$ cat config.mk
export PLATFORM = sky130hd
export DESIGN_NAME = dtr_digit_out
export DESIGN_NICKNAME = d
export VERILOG_FILES = /design/src/rtl/dtr_pkg.sv /design/src/rtl/dtr_digit_out.sv
export SDC_FILE = /design/constraint.sdc
export NUM_CORES = 1
export LEC_CHECK = 0
export BUFFER_PORTS_ARGS = -buffer_cell sky130_fd_sc_hd__buf_4
export CAP_MARGIN = 20
export CORE_MARGIN = 2
export CORE_UTILIZATION = 49
export CTS_CLUSTER_SIZE = 28
export DETAILED_ROUTE_END_ITERATION = 8
export GPL_ROUTABILITY_DRIVEN = 0
export PLACE_DENSITY = 0.8
export SYNTH_ARGS = -nofsm -noshare
export SYNTH_HDL_FRONTEND = slang
export SYNTH_SLANG_ARGS = --single-unit
$ cat constraint.sdc
create_clock -name ref_clk_i -period 2.55 [get_ports ref_clk_i]
set_clock_uncertainty 0.2 [all_clocks]
set_input_delay 0.1275 -clock ref_clk_i [delete_from_list [all_inputs] [get_ports ref_clk_i]]
set_output_delay 0.1275 -clock ref_clk_i [all_outputs]
set_load 0.01 [all_outputs]
$ cat src/rtl/dtr_pkg.sv
// Package for the tone receiver digit output stage
package dtr_pkg;
   // Clock rate and counter width
   localparam int CLK_MHZ = 40;
   localparam int CNT_W = 21;
   // Tone end to flag fall, microseconds (window 40000..50000)
   localparam int DV_FALL_US = 45000;
   // Data hold after flag fall, microseconds (window 4000..4800)
   localparam int OVERLAP_US = 4400;
   localparam logic [CNT_W-1:0] DV_FALL_CYC = CNT_W'(DV_FALL_US * CLK_MHZ);
   localparam logic [CNT_W-1:0] OVERLAP_CYC = CNT_W'(OVERLAP_US * CLK_MHZ);
   // Column of the 1633 Hz tone
   localparam logic [1:0] COL_INHIBIT = 2'h3;
   // Hex code per keypad position, nibble index = row*4 + col
   localparam logic [63:0] HEX_LUT = 64'h0CABF987E654D321;
   // Register offsets, fields and reset values
   localparam logic [3:0] REG_STATUS = 4'h0;
   localparam logic [3:0] REG_CTRL = 4'h4;
   localparam int ST_CODE_LSB = 0;
   localparam int ST_DV_BIT = 4;
   localparam int ST_BUSY_BIT = 5;
   localparam int CTRL_CLR_BIT = 0;
   localparam logic [3:0] CODE_RST = 4'h0;

   typedef enum {
      DTR_IDLE, DTR_LOAD, DTR_TONE, DTR_PAUSE, DTR_OVERLAP
   } dtr_state_t;

   // Tone pair as reported by the detector front end
   typedef struct packed {
      logic valid;
      logic present;
      logic [1:0] row;
      logic [1:0] col;
   } dtr_tone_t;
endpackage

$ cat src/rtl/dtr_digit_out.sv
// Digit code, valid flag and timebase logic of the tone receiver
`timescale 1ns/1ps
module dtr_digit_out
   import dtr_pkg::*;
#(
   parameter logic [CNT_W-1:0] DV_FALL_CNT = DV_FALL_CYC,
   parameter logic [CNT_W-1:0] OVERLAP_CNT = OVERLAP_CYC
) (
   // Clock and reset
   input wire logic ref_clk_i,
   input wire logic rst_i,
   // Detector front end
   input wire dtr_tone_t tone_i,
   // Control pins
   input wire logic code_format_select_i,
   input wire logic column3_inhibit_i,
   input wire logic output_enable_i,
   input wire logic digit_valid_clear_i,
   // Code and flag pins
   output logic [3:0] code_o,
   output logic code_oe_n_o,
   output logic digit_valid_flag_o,
   // Oscillator and shared timebase
   input wire logic crystal_osc_enable_i,
   input wire logic osc_input_i,
   output logic osc_output_o,
   input wire logic shared_timebase_clock_i,
   output logic shared_timebase_clock_o,
   output logic shared_timebase_clock_oe_n_o,
   output logic timebase_o,
   // Register port
   input wire logic [3:0] addr_i,
   input wire logic [31:0] wdata_i,
   input wire logic wr_i,
   input wire logic rd_i,
   output logic [31:0] rdata_o
);

   dtr_state_t state_q, state_d;
   logic [CNT_W-1:0] cnt_q, cnt_d;
   logic [3:0] code_q, code_d;
   logic dv_q, dv_d;
   logic clr_q;
   logic tb_q;
   logic [31:0] rdata_q;

   // Decode
   wire logic clr_rise = digit_valid_clear_i & ~clr_q;
   wire logic soft_clr = wr_i & (addr_i == REG_CTRL) & wdata_i[CTRL_CLR_BIT];
   wire logic drop_dv = clr_rise | soft_clr;
   // Column 3 pairs are dropped while inhibited
   wire logic col3_blocked = column3_inhibit_i & (tone_i.col == COL_INHIBIT);
   wire logic accept = tone_i.valid & ~col3_blocked;
   // Row-major keypad index gives both the matrix and the frequency pair
   wire logic [3:0] key_idx = {tone_i.row, tone_i.col};
   wire logic [3:0] hex_code = HEX_LUT[{key_idx, 2'b00} +: 4];
   wire logic [3:0] b28_code = {tone_i.row, tone_i.col};
   wire logic [3:0] new_code =
      code_format_select_i ? hex_code : b28_code;
   // Counters end one short, so each parameter is the full span in cycles
   wire logic pause_done = (cnt_q == DV_FALL_CNT - CNT_W'(1));
   wire logic overlap_done = (cnt_q == OVERLAP_CNT - CNT_W'(1));
   wire logic busy = (state_q != DTR_IDLE);
   // Status fields placed at their package positions
   wire logic [31:0] st_code = 32'(code_q) << ST_CODE_LSB;
   wire logic [31:0] st_dv = 32'(dv_q) << ST_DV_BIT;
   wire logic [31:0] st_busy = 32'(busy) << ST_BUSY_BIT;
   wire logic [31:0] status_word = st_code | st_dv | st_busy;
   // Unmapped addresses read as zero
   wire logic [31:0] rd_mux = (addr_i == REG_STATUS) ? status_word : 32'h0;

   // Sequencer; a new pair is only looked at in idle
   always_comb begin
      state_d = state_q;
      cnt_d = cnt_q;
      code_d = code_q;
      dv_d = dv_q;
      // A clear only lowers a flag that is up; the load step below sets
      // it again, so a digit is never lost to a clear in the same cycle
      if (drop_dv) begin
         dv_d = 1'b0;
      end
      unique case (state_q)
         DTR_IDLE: begin
            if (accept) begin
               code_d = new_code;
               state_d = DTR_LOAD;
            end
         end
         DTR_LOAD: begin
            // Flag one cycle after the code so the bus sees stable data
            dv_d = 1'b1;
            state_d = DTR_TONE;
         end
         DTR_TONE: begin
            cnt_d = '0;
            if (!tone_i.present) begin
               state_d = DTR_PAUSE;
            end
         end
         DTR_PAUSE: begin
            if (tone_i.present) begin
               // Pause broken by the tone returning: time it again
               cnt_d = '0;
               state_d = DTR_TONE;
            end else if (pause_done) begin
               dv_d = 1'b0;
               cnt_d = '0;
               state_d = DTR_OVERLAP;
            end else begin
               cnt_d = cnt_q + CNT_W'(1);
            end
         end
         DTR_OVERLAP: begin
            if (overlap_done) begin
               code_d = CODE_RST;
               cnt_d = '0;
               state_d = DTR_IDLE;
            end else begin
               cnt_d = cnt_q + CNT_W'(1);
            end
         end
      endcase
   end

   always_ff @(posedge ref_clk_i) begin
      if (rst_i) begin
         state_q <= DTR_IDLE;
         cnt_q <= '0;
         code_q <= CODE_RST;
         dv_q <= 1'b0;
         clr_q <= 1'b0;
         rdata_q <= 32'h0;
      end else begin
         state_q <= state_d;
         cnt_q <= cnt_d;
         code_q <= code_d;
         dv_q <= dv_d;
         clr_q <= digit_valid_clear_i;
         rdata_q <= rd_i ? rd_mux : 32'h0;
      end
   end

   // Timebase divider; only a crude stand-in for the crystal inverter
   always_ff @(posedge ref_clk_i) begin
      if (rst_i) begin
         tb_q <= 1'b0;
      end else begin
         tb_q <= crystal_osc_enable_i ? ~tb_q : 1'b0;
      end
   end

   assign code_o = code_q;
   // The pad floats the code pins while the enable input is low
   assign code_oe_n_o = ~output_enable_i;
   assign digit_valid_flag_o = dv_q;
   assign rdata_o = rdata_q;
   assign osc_output_o = crystal_osc_enable_i & ~osc_input_i;
   assign shared_timebase_clock_o = tb_q;
   assign shared_timebase_clock_oe_n_o = ~crystal_osc_enable_i;
   // A slave takes its timing from the shared pin
   assign timebase_o =
      crystal_osc_enable_i ? tb_q : shared_timebase_clock_i;
endmodule // dtr_digit_out

==> results_dict.tcl, run 1 <==
set metrics [dict create \
    die_w_um 74.35 \
    rsz0062_at_grt "false" \
    crit_path_end_kind "flip-flop" \
    post_synth_num_cell_types 50 \
    crit_family "simple AND/OR/NAND/NOR gates" \
    synth_seq_area_share_pct 30.55 \
    min_path_type "input pin to flip-flop" \
    crit_type "flip-flop to flip-flop" \
    min_period_ns 2.416 \
    dr_total_vias 2458 \
    finalSetupViolations 0 \
    critical_path.cell_chain "or3b_1 -> or4_1 -> o31a_1 -> buf_4 -> o221ai_1 -> a22oi_1" \
    worstPathArrival_ns 2.39 \
    core_um2 4755 \
    synthAdderAreaFrac_pct 3.096 \
    min_from "code_format_select_i" \
    max_freq_ghz 0.4139 \
    first_global_vias 2123 \
    yosys_warnings 0 \
    num_rows 25 \
    p_per_area_nw_per_um2 435.3 \
    synthXorXnorAreaFrac_pct 0.3612 \
    syn_avg_cell_area_um2 7.625 \
    setup_ws_ns 0.1338 \
    grt_pass1_wl_um 9087 \
    start_util_pct 51.00 \
    diodes 0 \
    ant_nets 0 \
    numCtsBuffers 5 \
    placed_cell_area_um2 2729 \
    finalCritPeriodShare_pct 94.75 \
    antenna_found_initial 0 \
    synth-simple-area-share_pct 28.48 \
    clkLatencyLatePin_ns 0.30 \
    max-slew-margin-rel_pct 60.03 \
    wl_per_cell_um 12.92 \
    numPortBuffers 37 \
    fin_nets 428 \
    dp_slack_ns 0.1219 \
    yosys_most_used_dff "dfxtp_1" \
    worst_pin_slew_ns 0.5933 \
    critPathLaunchType "flip-flop" \
    io-pin-count 95 \
    finalSetupTns_ns 0 \
    async_reset_ff_share_pct 0 \
    dr.pass1.iters 5 \
    hold_viol 0 \
    synth_compound_area_share_pct 22.19 \
    final_max_slew_viol_count 0 \
    worstPathMaxFanout 10 \
    r2r-end "cnt_q[9]" \
    clk_pin_slew_ns 0.08 \
    areaGrowthSynthToFinish_pct 19.92 \
    critPathRequiredTime_ns 2.53 \
    synth_edf_count 0 \
    crit_path_max_incr_delay_ns 0.48 \
    drcViolationCount 0 \
    cts-root-buf "clkbuf_8" \
    status "finished clean" \
    worstPathBufferInverterCount 1 \
    max-vdd-ir-drop_v 0.0001995 \
    drive_above_1_share_pct 18.65 \
    synth_top_family_by_area "simple AND/OR/NAND/NOR gates" \
    synth_cells 318 \
    grt-ovfl-total 0 \
    holdPathStages 4 \
    netlist_area_um2 2425 \
    cts.sinks 37 \
    htreeDepth 2 \
    synth_mux_area_share_pct 0.9288 \
    worst_path_max_delay_cell "or4_1" \
    cts_tree "done" \
    track_usage_pct 20.72 \
    reg2reg_from "cnt_q[18]" \
    cts_buffer_depth 2 \
    stdcell_area_um2 2908 \
    cp_num_cells 6 \
    routed_via_density 5.625 \
    synth_seq_cells 37 \
    p_leak_nw 1.204 \
    reg2reg_depth 6 \
    nFillCells 431 \
    die_h_um 74.35 \
    drtIter0Drc 191 \
    total_power_mw 1.266 \
    hold_path_end "code_o[0]" \
    grt_max_degree 20 \
    reg2reg_setup_slack_ns 0.13 \
    cap_violations 0 \
    dieArea_um2 5527 \
    hpwlAfterDp_um 3997 \
    drt-total-wl_um 5644 \
]
==> power by group <==
| group | total, mW | internal (mW) | leakage (nW) | switching [mW] |
|---|---|---|---|---|
| registers | 0.627 | 0.603 | 0.300 | 0.0244 |
| logic | 0.220 | 0.100 | 0.855 | 0.119 |
| clock network | 0.419 | 0.194 | 0.0481 | 0.225 |
==> per-stage QoR <==
step / cells / hold slack [ns] / utilization, %
5_1_grt: 437 / 0.05989 / 61.16
3_5_place_dp: 420 / 0.1667 / 57.39
3_3_place_gp: 420 / 0.1557 / 57.39
4_1_cts: 436 / 0.04697 / 61.00
6_report: 437 / 0.06434 / 61.16
2_1_floorplan: 343 / 0.05657 / -
==> cell usage in the layout, fill, tap and decap left out, types with 4 or more instances in the layout <==
master         Yosys  final
and2_1            14     14
buf_4             26     54
a21oi_1           16     16
a22oi_1            7      7
ha_1               6      6
nor2_1            30     30
o21ai_0           11     11
and3_1             4      4
nand2_1           28     28
nand4_1            6      6
and4_1             5      5
a31oi_1            5      4
dlygate4sd3_1      0      8
nor3_1             7      7
dfxtp_1           37     37
clkbuf_8           0      5
nand3_1            9      9
or3_1              5      5
o22ai_1            4      4
o221ai_1          10     10
o211ai_1          11     11
conb_1             1     26
nor4_1             4      4
inv_1             18     18
==> flip-flops by register name, indices dropped and copies added, names as in the netlist <==
name,flops
digit_valid_flag_o,1
clr_q,1
state_q,3
cnt_q,21
shared_timebase_clock_o,1
rdata_o,6
code_o,4
==> routing by layer <==
metal	wire length, µm	share of wire [%]	GRT usage, %
met1	2475	44	25.50
met2	2685	48	35.91
met3	412	7.3	4.201
met4	71	1.3	7.540
met5	0	0	0
==> synthesized netlist by cell type (all sizes together) (4+ instances only) <==
cell    count  share of area (%)
nor3        7                1.4
dfxtp      37                 31
and3        4                1.0
a22oi       7                2.2
nand4       6                1.5
and2       14                3.6
a31oi       5                1.3
o211ai     11                3.4
o22ai       4                1.0
nand3       9                1.9
a21oi      16                3.3
and4        5                1.8
nand2      28                4.3
o21ai      11                2.3
o221ai     10                3.6
inv        18                2.8
or3         5                1.3
nor4        4                1.0
buf        32                9.8
nor2       30                4.6
ha          6                3.1
clkbuf     11                1.7
==> worst min-delay path, cell delays in order <==
cell and delay (ns):
buf_4 0.13, a31oi_1 0.10, nand3b_1 0.09, a21oi_1 0.06
==> worst max-delay path by stage <==
stage	start	to	slack, ns
after floorplan	cnt_q[7]	cnt_q[13]	0.22
after detailed placement	cnt_q[18]	cnt_q[9]	0.12
after global placement	cnt_q[18]	cnt_q[14]	0.10
final	cnt_q[18]	cnt_q[9]	0.13
after CTS	cnt_q[18]	cnt_q[9]	0.08
after global routing	cnt_q[19]	cnt_q[9]	0.05
==> kinds of logic (layout without fill, tap and decap cells) <==
family,after synthesis,after routing
adders and majority gates,6,6
other,1,26
DFF,37,37
muxes,2,2
and+or+nand+nor,131,131
buffers and inverters,61,88
AOI/OAI and AO/OA,79,79
xor gates and xnor gates,1,1
==> what timing repair did <==
action                                  4_1_cts  5_1_grt
endpoints found under the setup margin        0        1
buffers inserted                              0        0
hold endpoints to repair                     16        0
hold buffers                                  8        0
gates resized for setup                       0        0
==> layout make-up <==
cell class / instances / area, µm² / area share [%]
multi-input combinational: 245 / 1439 / 49.48
sequential: 37 / 740.7 / 25.47
timing repair buffer: 62 / 485.5 / 16.70
tap: 67 / 83.83 / 2.883
clock buffer: 5 / 68.82 / 2.367
inverter: 18 / 67.56 / 2.324
clock inverter: 3 / 22.52 / 0.7745
(Power assumes the default switching activity.)
==> run 2: changes to the inputs <==
--- a/config.mk
+++ b/config.mk
@@ -12,7 +12,8 @@
 export CTS_CLUSTER_SIZE = 28
 export DETAILED_ROUTE_END_ITERATION = 8
 export GPL_ROUTABILITY_DRIVEN = 0
-export PLACE_DENSITY = 0.8
+export PLACE_DENSITY_LB_ADDON = 0.12
+export SETUP_SLACK_MARGIN = 0.3
 export SYNTH_ARGS = -nofsm -noshare
 export SYNTH_HDL_FRONTEND = slang
 export SYNTH_SLANG_ARGS = --single-unit
==> run 2 against run 1 <==
  * The run now ends with hold timing left
  * Final cell count is 0.23% lower
  * Total power rose by 15%
  * Global-route usage down 0.31 points
  * Flip-flop and latch count did not move
  * Critical endpoint unchanged
  * Register-to-register slack gained 0.096 ns
  * Wire length rose by 1.4%
  * Sequential power hardly changed
  * Largest cell class unchanged
  * Non-clock buffer count down 1
==> results_dict.tcl, run 2 (synthesis results as in run 1) <==
set metrics [dict create \
    status "finished with violations" \
    violations "hold timing" \
    routed_via_density 5.443 \
    drcViolationCount 0 \
    hold_viol 1 \
    reg2reg_setup_slack_ns 0.23 \
    worst_pin_slew_ns 0.6598 \
    p_leak_nw 1.228 \
    met1_length_um 2799 \
    final_max_slew_viol_count 0 \
    num_rows 25 \
    crit_path_max_incr_delay_ns 0.48 \
    worstPathBufferInverterCount 1 \
    min_path_type "input pin to flip-flop" \
    numPortBuffers 37 \
    largest_reg_flops 21 \
    crit_path_end_kind "flip-flop" \
    mostFrequentLayoutCell "buf_4" \
    wl_per_cell_um 13.12 \
    fin_cells 436 \
    finalSetupViolations 0 \
    first_global_vias 1953 \
    cts_tree "done" \
    critPathRequiredTime_ns 2.53 \
    max-vdd-ir-drop_v 0.0004117 \
    antenna_found_initial 0 \
    dr.pass1.iters 4 \
    clk_pin_slew_ns 0.08 \
    drive_above_1_share_pct 21.14 \
    dr_total_vias 2373 \
    cp_num_cells 6 \
    worstPathMaxFanout 16 \
    ant_nets 0 \
    wl_met3_um 322 \
    worst_path_max_delay_cell "or4b_1" \
    place_inst 416 \
    worstPathArrival_ns 2.30 \
    rsz0062_at_grt "true" \
    cap_violations 0 \
    cts.sinks 37 \
    core_um2 4755 \
    cp-endpoint "cnt_q[9]" \
    dieArea_um2 5527 \
    crit_family "simple AND/OR/NAND/NOR gates" \
    total_power_mw 1.460 \
    io-pin-count 95 \
    r2r-end "cnt_q[9]" \
    wl_met2_um 2542 \
    grt-ovfl-total 0 \
    grt_pass1_wl_um 8963 \
    max_freq_ghz 0.4309 \
    fin_nets 427 \
    nFillCells 433 \
    mostFrequentLayoutCells "49 x buf_4, 34 x dfxtp_1, 30 x nor2_1" \
    setup_ws_ns 0.2294 \
    clkLatencyLatePin_ns 0.29 \
    reg2reg_from "cnt_q[12]" \
    p_per_area_nw_per_um2 486.9 \
    cts_buffer_depth 2 \
    drt-total-wl_um 5722 \
    drtIter0Drc 148 \
    die_w_um 74.35 \
    crit_path_start "cnt_q[12]" \
    min_period_ns 2.321 \
    top_register "cnt_q" \
    finalCritPeriodShare_pct 91.01 \
    hold_ws_ns -0.003668 \
    reg2reg_depth 6 \
    highest_layer "met4" \
    htreeDepth 2 \
    cts-root-buf "clkbuf_8" \
    areaGrowthSynthToFinish_pct 23.68 \
    finalSetupTns_ns 0 \
    critPathLaunchType "flip-flop" \
    diodes 0 \
    track_usage_pct 20.40 \
    grt_max_degree 20 \
    crit_type "flip-flop to flip-flop" \
    numCtsBuffers 5 \
    critical_path.cell_chain "or4b_1 -> or4_1 -> o31a_1 -> buf_6 -> o221ai_1 -> a22oi_1" \
    die_h_um 74.35 \
    hpwlAfterDp_um 4026 \
    max-slew-margin-rel_pct 55.55 \
    dp_slack_ns 0.1708 \
    start_util_pct 51.00 \
]
## run 2: cell count changes in the layout (fill, tap and decap cells not counted), sizes merged
| cell | delta |
|---|---|
| buf | -1 |
| clkinv | -2 |
| bufinv | +2 |
## run 2: tightest hold or removal path: stages
cell and delay (ns):
buf_4 0.09, nor4bb_2 0.05, a21oi_1 0.13, nor2_1 0.05
## run 2: through the flow
stage	cell area, µm²	hold WS (ns)	utilization (%)
floorplan	2534	0.05657	-
global placement	2711	0.1559	57.03
detailed placement	2711	0.1639	57.03
CTS	2955	0.01698	62.16
global route	2999	0.02910	63.08
finish	2999	-0.003668	63.08
## run 2: how the worst min path moves through the flow
stage                        startpoint         end  cells after the start
finish                        tone_i[4]  state_q[2]                      4
global route                  tone_i[4]  state_q[2]                      4
CTS                           tone_i[4]  state_q[2]                      4
detailed placement  digit_valid_clear_i       clr_q                      3
global placement    digit_valid_clear_i       clr_q                      3
floorplan           digit_valid_clear_i       clr_q                      2
## run 2: cell type report
type / count / area [µm²] / share of cell area [%]
clock buffer: 5 / 68.82 / 2.295
clock inverter: 3 / 65.06 / 2.169
inverter: 18 / 67.56 / 2.253
multi-input combinational: 245 / 1476 / 49.23
sequential: 37 / 744.5 / 24.82
tap: 67 / 83.83 / 2.795
timing repair buffer: 61 / 493.0 / 16.44
## run 2: power breakdown
group / total [mW] / switching [mW] / internal, mW / leakage (nW)
sequential: 0.629 / 0.0263 / 0.603 / 0.302
clock: 0.613 / 0.224 / 0.389 / 0.0681
combinational: 0.218 / 0.118 / 0.100 / 0.858
## run 2: layer usage
metal | global-route usage (%) | vias to the layer above
li1 | - | 1203
met1 | 29.71 | 1088
met2 | 31.45 | 75
met3 | 3.117 | 7
met4 | 5.754 | 0
met5 | 0 | -
## run 2: what timing repair did
item / in CTS / in global routing
hold endpoints to repair: 16 / 0
hold buffers: 8 / 0
gates resized for setup: 6 / 8
setup buffers: 1 / 2
setup endpoints to repair: 24 / 25
pin swaps: 0 / 2
==> run 3: changes to the inputs <==
--- a/config.mk
+++ b/config.mk
@@ -7,7 +7,6 @@
 export LEC_CHECK = 0
 export BUFFER_PORTS_ARGS = -buffer_cell sky130_fd_sc_hd__buf_4
 export CAP_MARGIN = 20
-export CORE_MARGIN = 2
 export CORE_UTILIZATION = 49
 export CTS_CLUSTER_SIZE = 28
 export DETAILED_ROUTE_END_ITERATION = 8
==> run 3 against run 2 <==
  * The flow now finishes without violations
  * Largest power group unchanged
  * Combinational power hardly changed
  * Clock-buffer cell count stayed put
  * Flip-flop and latch count stayed put
  * Via count is 0.46% higher
  * Total power is 0.49% lower
  * Sequential share of layout area is 0.062 points higher
  * Non-clock buffer count is 2 lower
  * Utilization is 0.26 points lower
  * First-iteration DRC count is 14% lower
==> results_dict.tcl, run 3 (synthesis results as in run 1) <==
set metrics [dict create \
    status "finished clean" \
    finalSetupTns_ns 0 \
    placed_cell_area_um2 2719 \
    power_frac_seq_pct 43.3 \
    cts_tree "done" \
    p_per_area_nw_per_um2 486.5 \
    num_rows 25 \
    diodes 0 \
    cap_violations 0 \
    antenna_found_initial 0 \
    hold_viol 0 \
    nFillCells 424 \
    worstPathBufferInverterCount 1 \
    p_comb_share_pct 15.0 \
    core_um2 4755 \
    min_period_ns 2.377 \
    max_freq_ghz 0.4207 \
    max-slew-margin-rel_pct 56.58 \
    drive_above_1_share_pct 20.71 \
    drcViolationCount 0 \
    start_util_pct 51.00 \
    grt-ovfl-total 0 \
    dr_total_vias 2384 \
    cts_buffer_depth 2 \
    finalSetupViolations 0 \
    drt-total-wl_um 5655 \
    cts-root-buf "clkbuf_8" \
    track_usage_pct 22.05 \
    areaGrowthSynthToFinish_pct 23.17 \
    p_switching_mw 0.3616 \
    switching_share_pct 24.89 \
    wl_per_cell_um 13.03 \
    met2_usage_pct 34.89 \
    pwr-share-clk_pct 41.7 \
    numPortBuffers 37 \
    fin_nets 425 \
    first_global_vias 2014 \
    die_h_um 72.35 \
    crit_family "simple AND/OR/NAND/NOR gates" \
    max-vdd-ir-drop_v 0.0003171 \
    cts.sinks 37 \
    dieArea_um2 5234 \
    top_register "cnt_q" \
    io-pin-count 95 \
    clk_pin_slew_ns 0.07 \
    dr.pass1.iters 4 \
    p_leak_nw 1.217 \
    worst_pin_slew_ns 0.6445 \
    mostFrequentLayoutCells "48 x buf_4, 35 x dfxtp_1, 30 x nor2_1" \
    critPathLaunchType "flip-flop" \
    place_inst 417 \
    die_w_um 72.35 \
    critical_path.cell_chain "or4b_1 -> or4_1 -> o31a_1 -> buf_4 -> o221ai_1 -> a22oi_1" \
    numCtsBuffers 5 \
    ant_nets 0 \
    grtUsageMet3_pct 5.556 \
    hold_ws_ns 0.03629 \
    grt_use_met1_pct 29.43 \
    min_path_type "input pin to flip-flop" \
    final_max_slew_viol_count 0 \
    grt_max_degree 20 \
    crit_type "flip-flop to flip-flop" \
    grt_busiest_layer "met2" \
    worst_path_max_delay_cell "or4b_1" \
    finalCritPeriodShare_pct 93.22 \
    stdcell_area_um2 2987 \
    crit_path_end_kind "flip-flop" \
    crit_path_max_incr_delay_ns 0.50 \
    clkLatencyLatePin_ns 0.29 \
    fin_cells 434 \
    rsz0062_at_grt "true" \
    post_cts_buffers 0 \
    routed_via_density 5.493 \
    p_int_mw 1.091 \
    largest_reg_flops 21 \
    mostFrequentLayoutCell "buf_4" \
    hpwlAfterDp_um 3986 \
    critPathRequiredTime_ns 2.52 \
    worstPathMaxFanout 9 \
    worstPathArrival_ns 2.35 \
    grt_pass1_wl_um 9087 \
    htreeDepth 2 \
    drtIter0Drc 128 \
]
[run 3: cell types whose count changed in the layout (fill, tap and decap cells not counted), sizes merged]
| cell | change |
|---|---|
| buf | -2 |
[run 3: repair_timing]
| action | 4_1_cts | 5_1_grt |
|---|---|---|
| hold endpoints to repair | 16 | 0 |
| pin swaps | 0 | 2 |
| setup endpoints to repair | 24 | 26 |
| hold buffers | 8 | 0 |
| gates resized for setup | 4 | 7 |
[run 3: tightest hold or removal path: stages]
cell and delay [ns]:
buf_4 0.13, a31oi_1 0.09, nand3b_1 0.07, a21oi_1 0.06
[run 3: worst paths after layout]
kind | start | to | slack [ns] | depth (start not counted)
hold reg to reg | code_o[3] | rdata_o[3] | 0.28 | 1
setup reg to reg | cnt_q[12] | cnt_q[13] | 0.17 | 6
hold / removal | code_format_select_i | code_o[0] | 0.04 | 4
setup / recovery | cnt_q[12] | cnt_q[13] | 0.17 | 6
[run 3: metrics by stage]
step	setup WS, ns	power, mW	util (%)
floorplan	0.2839	0.7908	-
global placement	0.1660	0.8365	57.18
detailed placement	0.1500	0.8411	57.18
CTS	0.1682	1.462	61.87
global route	0.08109	1.517	62.82
finish	0.1729	1.453	62.82
[run 3: area by class of cell]
| type | count | area, µm² | area share, % |
|---|---|---|---|
| multi-input combinational | 245 | 1484 | 49.69 |
| sequential | 37 | 743.2 | 24.88 |
| timing repair buffer | 59 | 474.2 | 15.88 |
| tap | 67 | 83.83 | 2.807 |
| clock buffer | 5 | 68.82 | 2.304 |
| inverter | 18 | 67.56 | 2.262 |
| clock inverter | 3 | 65.06 | 2.178 |
[run 3: layer usage]
metal  up-vias  wire (µm)
li1       1193          -
met1      1105       2641
met2        82       2522
met3         4        431
met4         0         59
met5         -          0
[run 3: power groups by stage]
| stage | sequential (mW) | clock (mW) | combinational (mW) |
|---|---|---|---|
| 2_1_floorplan | 0.640 | 0 | 0.151 |
| 3_3_place_gp | 0.642 | 0 | 0.195 |
| 3_5_place_dp | 0.642 | 0 | 0.199 |
| 4_1_cts | 0.629 | 0.623 | 0.210 |
| 5_1_grt | 0.633 | 0.643 | 0.241 |
| 6_report | 0.630 | 0.606 | 0.217 |
